### src/inc/dhds_consts.svh
// constants of the dpll holdover and dco steering channel
// Functional notes
// - enter holdover on loss, no valid input
// - no history: holdover uses signed offset word
// - history invalid uses offset; valid uses average
// - average history only after frequency lock, enabled
// - phase lock loss set on holdover entry
// - freeze frequency lock flag during holdover
// - valid input leaves holdover, reacquires lock
// - lock loss flags on status bits and pins
// - loop steers feedback; holdover steers analog numerator
// - 38-bit step added or subtracted per update
// - register step: 0 raises, 1 lowers
// - trigger pin edge steps; direction pin sets sign
// - steering disable restores original feedback numerator
// - numerator write sets frequency word directly
// - analog numerator equals base plus offset word
// - history mode feeds offset gradually by step, period
// - new offset word drops remaining steps
// - completion flag when offset fully fed
// - offset word is signed 40-bit
// - loss before valid history gives free-run
`ifndef DHDS_CONSTS_SVH
`define DHDS_CONSTS_SVH
`define DHDS_NUM_W      40
`define DHDS_DEV_W      38
`define DHDS_SEL_W      3
`define DHDS_GPIO_N     8
`define DHDS_HIST_SH    4
`define DHDS_HIST_CNT_W 5
`define DHDS_HIST_FULL  5'h10
`define DHDS_NUM_ZERO   40'h00_0000_0000
`define DHDS_CNT_W      16
`define DHDS_CNT_ZERO   16'h0000
`define DHDS_CNT_ONE    16'h0001
`endif

### src/inc/dhds_pkg.sv
// types of the dpll holdover and dco steering channel
`include "dhds_consts.svh"
package dhds_pkg;
    typedef enum logic [3:0] {
        DHDS_FREE_RUN = 4'h1,
        DHDS_ACQUIRE  = 4'h2,
        DHDS_LOCKED   = 4'h4,
        DHDS_HOLDOVER = 4'h8
    } dhds_state_t;

    typedef struct packed {
        logic freq_lock_loss_flag;
        logic phase_lock_loss_flag;
    } dhds_lock_t;

    typedef struct packed {
        logic                    loop_enable;
        logic                    digital_loop_enable;
        logic                    denominator_mode;
        logic                    history_enable;
        logic                    steering_enable;
    } dhds_ctrl_t;
endpackage

### src/logic/dhds_channel.sv
// digital pll channel: holdover control and dco steering
`include "dhds_consts.svh"
module dhds_channel (
    input  wire logic                    i_clk,
    input  wire logic                    i_reset_n,
    input  wire dhds_pkg::dhds_ctrl_t    i_ctrl,
    input  wire logic                    i_reference_loss,
    input  wire logic                    i_valid_ref_avail,
    input  wire logic                    i_freq_in_tol,
    input  wire logic                    i_phase_in_tol,
    input  wire logic [`DHDS_NUM_W-1:0]  i_loop_word,
    input  wire logic [`DHDS_NUM_W-1:0]  i_holdover_offset_word,
    input  wire logic                    i_offset_wr,
    input  wire logic [`DHDS_NUM_W-1:0]  i_feedback_numerator,
    input  wire logic                    i_fb_num_wr,
    input  wire logic [`DHDS_NUM_W-1:0]  i_analog_base_numerator,
    input  wire logic [`DHDS_DEV_W-1:0]  i_step_deviation_word,
    input  wire logic                    i_step_update_wr,
    input  wire logic                    i_step_update_bit,
    input  wire logic [`DHDS_SEL_W-1:0]  i_step_trigger_pin_sel,
    input  wire logic [`DHDS_SEL_W-1:0]  i_step_direction_pin_sel,
    input  wire logic                    i_pin_ctrl_en,
    input  wire logic [`DHDS_GPIO_N-1:0] i_gpio,
    input  wire logic [`DHDS_NUM_W-1:0]  i_ramp_step_size,
    input  wire logic [`DHDS_CNT_W-1:0]  i_ramp_step_period,
    output dhds_pkg::dhds_state_t        o_state,
    output dhds_pkg::dhds_lock_t         o_lock_status,
    output dhds_pkg::dhds_lock_t         o_status_pins,
    output logic                         o_history_valid,
    output logic [`DHDS_NUM_W-1:0]       o_fcw,
    output logic [`DHDS_NUM_W-1:0]       o_effective_analog_numerator,
    output logic                         o_ramp_done
);
    import dhds_pkg::*;

    dhds_state_t                 state_r;
    dhds_state_t                 state_nxt;
    logic [`DHDS_NUM_W-1:0]      fb_base_r;
    logic [`DHDS_NUM_W-1:0]      dco_off_r;
    logic [`DHDS_NUM_W-1:0]      hist_avg_r;
    logic [`DHDS_HIST_CNT_W-1:0] hist_cnt_r;
    logic [`DHDS_NUM_W-1:0]      fed_r;
    logic [`DHDS_CNT_W-1:0]      ramp_cnt_r;
    logic                        pin_step;
    logic                        pin_dir;
    logic                        step_go;
    logic                        step_down;
    logic                        hold_like;

    // =====================================
    // helpers
    function automatic logic [`DHDS_NUM_W-1:0] sgn_add(
        input logic [`DHDS_NUM_W-1:0] a,
        input logic [`DHDS_NUM_W-1:0] b);
        sgn_add = a + b; // two's complement wraps
    endfunction

    function automatic logic [`DHDS_NUM_W-1:0] dev_ext(
        input logic [`DHDS_DEV_W-1:0] d);
        dev_ext = {{(`DHDS_NUM_W-`DHDS_DEV_W){1'b0}}, d};
    endfunction

    dhds_gpio_step u_gpio (
        .i_clk      (i_clk),
        .i_reset_n  (i_reset_n),
        .i_gpio     (i_gpio),
        .i_trig_sel (i_step_trigger_pin_sel),
        .i_dir_sel  (i_step_direction_pin_sel),
        .o_step     (pin_step),
        .o_dir      (pin_dir)
    );

    // =====================================
    // operating state
    always_comb begin
        state_nxt = state_r;
        case (state_r)
            DHDS_FREE_RUN: begin
                if (i_valid_ref_avail) begin
                    state_nxt = DHDS_ACQUIRE;
                end
            end
            DHDS_ACQUIRE: begin
                if (!i_valid_ref_avail) begin
                    state_nxt = DHDS_FREE_RUN;
                end else if (i_freq_in_tol && i_phase_in_tol) begin
                    state_nxt = DHDS_LOCKED;
                end
            end
            DHDS_LOCKED: begin
                if (i_reference_loss && !i_valid_ref_avail) begin
                    // no averaged word yet means free-run
                    state_nxt = o_history_valid ? DHDS_HOLDOVER
                                                : DHDS_FREE_RUN;
                end
            end
            DHDS_HOLDOVER: begin
                if (i_valid_ref_avail) begin
                    state_nxt = DHDS_ACQUIRE;
                end
            end
            default: state_nxt = DHDS_FREE_RUN;
        endcase
    end

    always_ff @(posedge i_clk or negedge i_reset_n) begin
        if (!i_reset_n) begin
            state_r <= DHDS_FREE_RUN;
        end else begin
            state_r <= state_nxt;
        end
    end

    // =====================================
    // lock flags: phase flag forced set, frequency flag frozen through holdover
    always_ff @(posedge i_clk or negedge i_reset_n) begin
        if (!i_reset_n) begin
            o_lock_status <= '{1'b1, 1'b1};
            o_status_pins <= '{1'b1, 1'b1};
        end else begin
            if (state_nxt == DHDS_HOLDOVER) begin
                o_lock_status.phase_lock_loss_flag <= 1'b1;
                o_status_pins.phase_lock_loss_flag <= 1'b1;
            end else begin
                o_lock_status.phase_lock_loss_flag <= !i_phase_in_tol;
                o_status_pins.phase_lock_loss_flag <= !i_phase_in_tol;
            end
            if (state_nxt != DHDS_HOLDOVER) begin
                o_lock_status.freq_lock_loss_flag <= !i_freq_in_tol;
                o_status_pins.freq_lock_loss_flag <= !i_freq_in_tol;
            end
        end
    end

    // =====================================
    // tuning word history: running average after frequency lock
    always_ff @(posedge i_clk or negedge i_reset_n) begin
        if (!i_reset_n) begin
            hist_avg_r      <= `DHDS_NUM_ZERO;
            hist_cnt_r      <= '0;
            o_history_valid <= 1'b0;
        end else if (!i_ctrl.history_enable) begin
            hist_cnt_r      <= '0;
            o_history_valid <= 1'b0;
        end else if (state_r == DHDS_LOCKED &&
                     !o_lock_status.freq_lock_loss_flag) begin
            // exponential average; fixed shift keeps it adder-only
            hist_avg_r <= sgn_add(hist_avg_r,
                (($signed(i_loop_word) - $signed(hist_avg_r))
                 >>> `DHDS_HIST_SH));
            if (hist_cnt_r != `DHDS_HIST_FULL) begin
                hist_cnt_r <= hist_cnt_r + 1'b1;
            end else begin
                o_history_valid <= 1'b1;
            end
        end
    end

    // =====================================
    // dco steering of the feedback numerator
    assign step_go   = i_step_update_wr || (i_pin_ctrl_en && pin_step);
    assign step_down = i_step_update_wr ? i_step_update_bit : pin_dir;

    always_ff @(posedge i_clk or negedge i_reset_n) begin
        if (!i_reset_n) begin
            fb_base_r <= `DHDS_NUM_ZERO;
            dco_off_r <= `DHDS_NUM_ZERO;
        end else begin
            if (i_fb_num_wr) begin
                fb_base_r <= i_feedback_numerator;
                dco_off_r <= `DHDS_NUM_ZERO;
            end else if (!i_ctrl.steering_enable) begin
                dco_off_r <= `DHDS_NUM_ZERO;
            end else if (step_go && state_r == DHDS_LOCKED) begin
                dco_off_r <= step_down
                    ? dco_off_r - dev_ext(i_step_deviation_word)
                    : sgn_add(dco_off_r,
                              dev_ext(i_step_deviation_word));
            end
        end
    end

    // =====================================
    // frequency word: loop path or holdover word
    always_ff @(posedge i_clk or negedge i_reset_n) begin
        if (!i_reset_n) begin
            o_fcw <= `DHDS_NUM_ZERO;
        end else if (state_r == DHDS_HOLDOVER) begin
            o_fcw <= (i_ctrl.history_enable && o_history_valid)
                ? hist_avg_r
                : sgn_add(fb_base_r, i_holdover_offset_word);
        end else begin
            o_fcw <= sgn_add(fb_base_r, dco_off_r);
        end
    end

    // =====================================
    // analog numerator steering
    assign hold_like = (state_r != DHDS_LOCKED) ||
                       !i_ctrl.digital_loop_enable;

    always_ff @(posedge i_clk or negedge i_reset_n) begin
        if (!i_reset_n) begin
            fed_r       <= `DHDS_NUM_ZERO;
            ramp_cnt_r  <= `DHDS_CNT_ZERO;
            o_ramp_done <= 1'b0;
        end else if (!i_ctrl.history_enable) begin
            fed_r       <= i_holdover_offset_word;
            ramp_cnt_r  <= `DHDS_CNT_ZERO;
            o_ramp_done <= 1'b1;
        end else if (i_offset_wr) begin
            // restart from what is fed so far
            ramp_cnt_r  <= `DHDS_CNT_ZERO;
            o_ramp_done <= 1'b0;
        end else if (fed_r != i_holdover_offset_word) begin
            if (ramp_cnt_r + `DHDS_CNT_ONE >= i_ramp_step_period) begin
                ramp_cnt_r <= `DHDS_CNT_ZERO;
                if ($signed(i_holdover_offset_word - fed_r) >
                        $signed(i_ramp_step_size)) begin
                    fed_r <= sgn_add(fed_r, i_ramp_step_size);
                end else if ($signed(fed_r - i_holdover_offset_word) >
                        $signed(i_ramp_step_size)) begin
                    fed_r <= fed_r - i_ramp_step_size;
                end else begin
                    fed_r <= i_holdover_offset_word;
                end
            end else begin
                ramp_cnt_r <= ramp_cnt_r + `DHDS_CNT_ONE;
            end
        end else begin
            o_ramp_done <= 1'b1;
        end
    end

    always_ff @(posedge i_clk or negedge i_reset_n) begin
        if (!i_reset_n) begin
            o_effective_analog_numerator <= `DHDS_NUM_ZERO;
        end else if (hold_like && i_ctrl.loop_enable) begin
            o_effective_analog_numerator <=
                sgn_add(i_analog_base_numerator, fed_r);
        end else begin
            o_effective_analog_numerator <= i_analog_base_numerator;
        end
    end

    assign o_state = state_r;

    // =====================================
    // checks
    holdover_pll_a: assert property (@(posedge i_clk) disable iff (!i_reset_n)
        state_r == DHDS_HOLDOVER |-> o_lock_status.phase_lock_loss_flag)
        else $error("phase lock loss not set in holdover");
    holdover_flf_a: assert property (@(posedge i_clk) disable iff (!i_reset_n)
        (state_r == DHDS_HOLDOVER && $past(state_r) == DHDS_HOLDOVER) |->
        $stable(o_lock_status.freq_lock_loss_flag))
        else $error("frequency flag moved in holdover");
    enter_hold_a: assert property (@(posedge i_clk) disable iff (!i_reset_n)
        (state_r == DHDS_LOCKED && i_reference_loss && !i_valid_ref_avail &&
         o_history_valid) |=> state_r == DHDS_HOLDOVER)
        else $error("holdover not entered");
    free_run_a: assert property (@(posedge i_clk) disable iff (!i_reset_n)
        (state_r == DHDS_LOCKED && i_reference_loss && !i_valid_ref_avail &&
         !o_history_valid) |=> state_r == DHDS_FREE_RUN)
        else $error("free-run not entered");
    exit_hold_a: assert property (@(posedge i_clk) disable iff (!i_reset_n)
        (state_r == DHDS_HOLDOVER && i_valid_ref_avail) |=>
        state_r == DHDS_ACQUIRE)
        else $error("holdover not left");
    steer_clear_a: assert property (@(posedge i_clk) disable iff (!i_reset_n)
        (!i_ctrl.steering_enable && state_r == DHDS_LOCKED) ##1
        (state_r == DHDS_LOCKED && !i_fb_num_wr) |=> o_fcw == fb_base_r)
        else $error("offset not cleared");
    step_up_a: assert property (@(posedge i_clk) disable iff (!i_reset_n)
        (i_step_update_wr && !i_step_update_bit && !i_fb_num_wr &&
         i_ctrl.steering_enable && state_r == DHDS_LOCKED) |=>
        dco_off_r == $past(dco_off_r) + dev_ext($past(i_step_deviation_word)))
        else $error("step up wrong");
    abs_num_a: assert property (@(posedge i_clk) disable iff (!i_reset_n)
        (i_fb_num_wr && state_nxt == DHDS_LOCKED && state_r == DHDS_LOCKED)
        |=> ##1 o_fcw == $past(i_feedback_numerator, 2))
        else $error("absolute numerator not applied");
    ramp_done_a: assert property (@(posedge i_clk) disable iff (!i_reset_n)
        o_ramp_done && i_ctrl.history_enable && !$past(i_offset_wr) |->
        fed_r == i_holdover_offset_word || $changed(i_holdover_offset_word))
        else $error("done before fully fed");
endmodule

### src/logic/dhds_gpio_step.sv
// gpio step trigger and direction synchroniser
`include "dhds_consts.svh"
module dhds_gpio_step (
    input  wire logic                      i_clk,
    input  wire logic                      i_reset_n,
    input  wire logic [`DHDS_GPIO_N-1:0]   i_gpio,
    input  wire logic [`DHDS_SEL_W-1:0]    i_trig_sel,
    input  wire logic [`DHDS_SEL_W-1:0]    i_dir_sel,
    output logic                           o_step,
    output logic                           o_dir
);
    logic [`DHDS_GPIO_N-1:0] s1_r;
    logic [`DHDS_GPIO_N-1:0] s2_r;
    logic [`DHDS_GPIO_N-1:0] s3_r;
    logic                    trig_r;

    // =====================================
    // three stage synchroniser
    always_ff @(posedge i_clk or negedge i_reset_n) begin
        if (!i_reset_n) begin
            s1_r <= '0;
            s2_r <= '0;
            s3_r <= '0;
        end else begin
            s1_r <= i_gpio;
            s2_r <= s1_r;
            s3_r <= s2_r;
        end
    end

    // =====================================
    // trigger level accepted when stages two and three agree
    always_ff @(posedge i_clk or negedge i_reset_n) begin
        if (!i_reset_n) begin
            trig_r <= 1'b0;
            o_step <= 1'b0;
            o_dir  <= 1'b0;
        end else begin
            if (s2_r[i_trig_sel] == s3_r[i_trig_sel]) begin
                trig_r <= s3_r[i_trig_sel];
            end
            o_step <= (s2_r[i_trig_sel] == s3_r[i_trig_sel]) &&
                      s3_r[i_trig_sel] && !trig_r;
            if (s2_r[i_dir_sel] == s3_r[i_dir_sel]) begin
                o_dir <= s3_r[i_dir_sel];
            end
        end
    end
endmodule

### config.mk
export PLATFORM = sky130hd
export DESIGN_NAME = dhds_channel
export DESIGN_NICKNAME = d
export VERILOG_FILES = /design/src/inc/dhds_pkg.sv /design/src/logic/dhds_channel.sv /design/src/logic/dhds_gpio_step.sv
export VERILOG_INCLUDE_DIRS = /design/src /design/src/inc
export SDC_FILE = /design/constraint.sdc
export NUM_CORES = 2
export LEC_CHECK = 0
export ABC_CLOCK_PERIOD_IN_PS = 7200
export BUFFER_PORTS_ARGS = -buffer_cell sky130_fd_sc_hd__buf_4
export CAP_MARGIN = 20
export CORE_MARGIN = 1
export CORE_UTILIZATION = 62
export DETAILED_ROUTE_END_ITERATION = 10
export PLACE_DENSITY = 0.81
export SLEW_MARGIN = 25
export SYNTH_ARGS = -nofsm -noshare
export SYNTH_HDL_FRONTEND = slang
export SYNTH_SLANG_ARGS = --single-unit
### constraint.sdc
create_clock -name i_clk -period 7.2 [get_ports i_clk]
set_input_delay 0.72 -clock i_clk [delete_from_list [all_inputs] [get_ports i_clk]]
set_output_delay 0.72 -clock i_clk [all_outputs]
set_load 0.005 [all_outputs]
==> impl_results.md <==
- Status: completed
- P_leak: 19.1 nW
- Full die area: 57600 um2
- Yosys reg bits: 296
- Die Width: 240 um
- Sw Pwr: 3.54 mW
- Slew Limit Fails: 0
- Post-synth top cells: ha_1, a21oi_1, nand2_1, o21ai_0, dfrtp_1
- Layer with the highest usage: met2
- Worst-path clk slew: 0.06 ns
- Post-CTS resize count: 0
- Req. time, crit path: 7.61 ns
- HP Class: input pin to async pin
- WL/cell: 20.9 um
- Crit Path Category: flip-flop to flip-flop
- First-pass GRT wire length: 177 mm
- Slew margin rel.: 27.8%
- Slew @ Worst Pin: 1.08 ns
- M2 GR Usage: 62.1%
- Ports: 374
- Most used flip-flop cell after synthesis: dfrtp_1
- Yosys top cell area share: 20.9%
- Routability Congestion: 1.02
- Initial antenna violation count: 5
- Initial DRC Count: 3499
- Cell taking the most area after synthesis: dfrtp_1
- GRT Overall Usage: 39.1%
- Rows: 86
- Syn Nets: 5192
- Critical Path Start Type: flip-flop
- Vias in the first global route: 32928
- Sink Count: 296
- Layout cells sized above 1: 12.8%
- DR vias/cell: 6.37
- Cell mode on critical path: o21ai_1
- Post-detail-place hpwl: 91.6 mm
- Hold Buf Count CTS: 0
- WP data arrival: 7.12 ns
- RSZ-0062 raised after global routing: no
- Max incr delay on CP: 0.48 ns
- Postcts setup bufs: 0
- FMAX: 149 MHz
- Final Net Count: 5485
- Most area-consuming cells after synthesis: dfrtp_1, ha_1, a21oi_1
- Count of cell types in the netlist: 109
- Initial Util: 63.2%
- DRC errors left: 0
- Worst Path Max Fanout: 5
- Routed Antenna Nets: 0
- Post-layout util: 71.8%
- Die Y: 240 um
- CTS HTree Levels: 2
- Cell internal pwr: 4.79 mW
- Largest net degree at the start of global routing: 156
- R2R Setup Slk: 0.49 ns
- Seq pwr share: 24.0%
- Fill cells: 4590
- Synth async-reset ratio: 100%
- Via count: 34947
- Cell Area, Synth: 35100 um2
- Clock skew: 0.0272 ns
- Core area: 55500 um2
- # port buffers: 372
- Switching Share: 42.5%
- Final setup viols: 0
- CTS Root Cell: clkbuf_16
- Area growth, synth to finish: 13.5%
- Endpoints failing hold: 0
- Total CTS buffers: 38
- Avg Cell Area, Syn: 7.96 um2
- Period utilisation layout: 93.1%
- GRT Residual Overflow: 0
- Number of max-cap violations: 0
- CTS tree: done
- Power per cell area: 209 nW/um2
- Clock power share: 23.9%
- Comb power frac: 52.1%
- CP max stage cell: nor4_2
- Drt pass-1 iters: 9
- Tmin final: 6.71 ns
- Grt met3 use: 5.04%
- Syn. warnings: 0
- Seq/Total Area, Yosys: 21.1%
- Total Wirelength: 114 mm
- EDFF count, synth: 0
- Most frequent cell after synthesis: ha_1
- Maximum vdd drop: 196 uV
- Min Hold Slack: 0.128 ns
- Clock Latency Late Sink: 0.59 ns
- CP endpoint kind: flip-flop
- Post-synthesis cell count: 4410
- Grt met1 use: 51.3%
- Clk buf depth: 3
- Setup TNS: 0 ns
-- kinds of logic after synthesis --
logic type      after synthesis  share of synthesized area (%)
flops                       296                           21.1
compound gates             1512                           27.8
buf+inv                     440                           4.86
mux                          67                           2.38
simple gates               1237                           16.9
xor+xnor                    359                           8.95
fa+ha+maj                   499                           18.0
-- state kept, by name (all words and copies together) (netlist names), 4 cells and up --
register and cells:
dco_off_r 40, fb_base_r 40, fed_r 40, hist_avg_r 40, hist_cnt_r 5, o_effective_analog_numerator 40
o_fcw 40, o_state 4, ramp_cnt_r 16, u_gpio.s1_r 8, u_gpio.s2_r 8, u_gpio.s3_r 8
-- area by class of cell --
type / instances / area, um2 / share of cell area [%]
multi-input combinational: 3674 / 26000 / 65.3
sequential: 296 / 7410 / 18.6
timing repair buffer: 416 / 3170 / 7.95
clock buffer: 49 / 1040 / 2.62
inverter: 277 / 1040 / 2.61
tap: 748 / 936 / 2.35
clock inverter: 19 / 229 / 0.574
antenna: 6 / 15.0 / 0.0377
-- routing by layer --
layer / vias up / share of wire [%]
met4: 0 / 6.1
li1: 16713 / -
met2: 1616 / 44
met3: 349 / 8.3
met5: - / 0
met1: 16269 / 41
-- placed cells by master, fill, tap and decap left out, types with 16 or more instances in the layout --
master / synthesis / layout
a211oi_1: 53 / 53
a21boi_0: 16 / 16
a21o_1: 193 / 193
a21oi_1: 434 / 434
a221o_1: 16 / 16
a221oi_1: 26 / 26
a31oi_1: 56 / 56
a32oi_1: 17 / 17
and2_1: 17 / 16
and3_1: 46 / 46
buf_4: 4 / 412
clkbuf_16: 0 / 39
dfrtp_1: 293 / 293
ha_1: 489 / 489
inv_1: 272 / 272
mux2_2: 49 / 49
nand2_1: 398 / 396
nand2b_1: 60 / 60
nand3_1: 103 / 103
nand4_1: 64 / 64
nor2_1: 291 / 290
nor2b_1: 76 / 76
nor3_1: 63 / 63
nor4_1: 21 / 21
o211ai_1: 36 / 36
o21a_1: 45 / 45
o21ai_0: 317 / 317
o21ai_1: 23 / 23
o21bai_1: 60 / 60
o221ai_1: 18 / 18
o22ai_1: 17 / 17
o31ai_1: 34 / 34
xnor2_1: 203 / 203
xor2_1: 156 / 156
-- power groups by stage --
stage                     Combinational (mW)  Sequential [mW]  Clock, mW
after global routing                    4.76             2.01       2.07
after floorplan                         3.02             1.95          0
after detailed placement                4.22             2.02          0
after CTS                               4.25             1.99       2.01
after global placement                  4.16             2.01          0
final                                   4.34             2.00       1.99
-- critical path: cells and delay by family (launching register included) --
family / cells / cell delay (ns)
buffers and inverters: 3 / 0.38
and+or+nand+nor: 5 / 1.23
adders and majority gates: 3 / 0.86
DFF: 1 / 0.46
xor gates and xnor gates: 1 / 0.10
muxes: 1 / 0.21
AOI/OAI and AO/OA: 14 / 3.31
-- metrics by stage --
step	std cells	power (mW)	worst slack, ns	cell area (um2)
2_1_floorplan	4410	4.97	1.34	35100
3_3_place_gp	5411	6.17	0.419	38600
3_5_place_dp	5411	6.24	0.314	38600
4_1_cts	5479	8.25	0.612	39800
5_1_grt	5484	8.84	0.150	39900
6_report	5485	8.33	0.494	39900
-- worst paths after layout --
kind | from | endpoint | cells after the start
min in group i_clk | i_gpio[6] | u_gpio.s1_r[6] | 1
max in group asynchronous | i_reset_n | dco_off_r[25] | 2
setup reg to reg | fed_r[0] | fed_r[28] | 27
setup / recovery | fed_r[0] | fed_r[28] | 27
hold reg to reg | u_gpio.s1_r[7] | u_gpio.s2_r[7] | 0
hold / removal | i_reset_n | o_effective_analog_numerator[1] | 1
(Power assumes the default switching activity.)
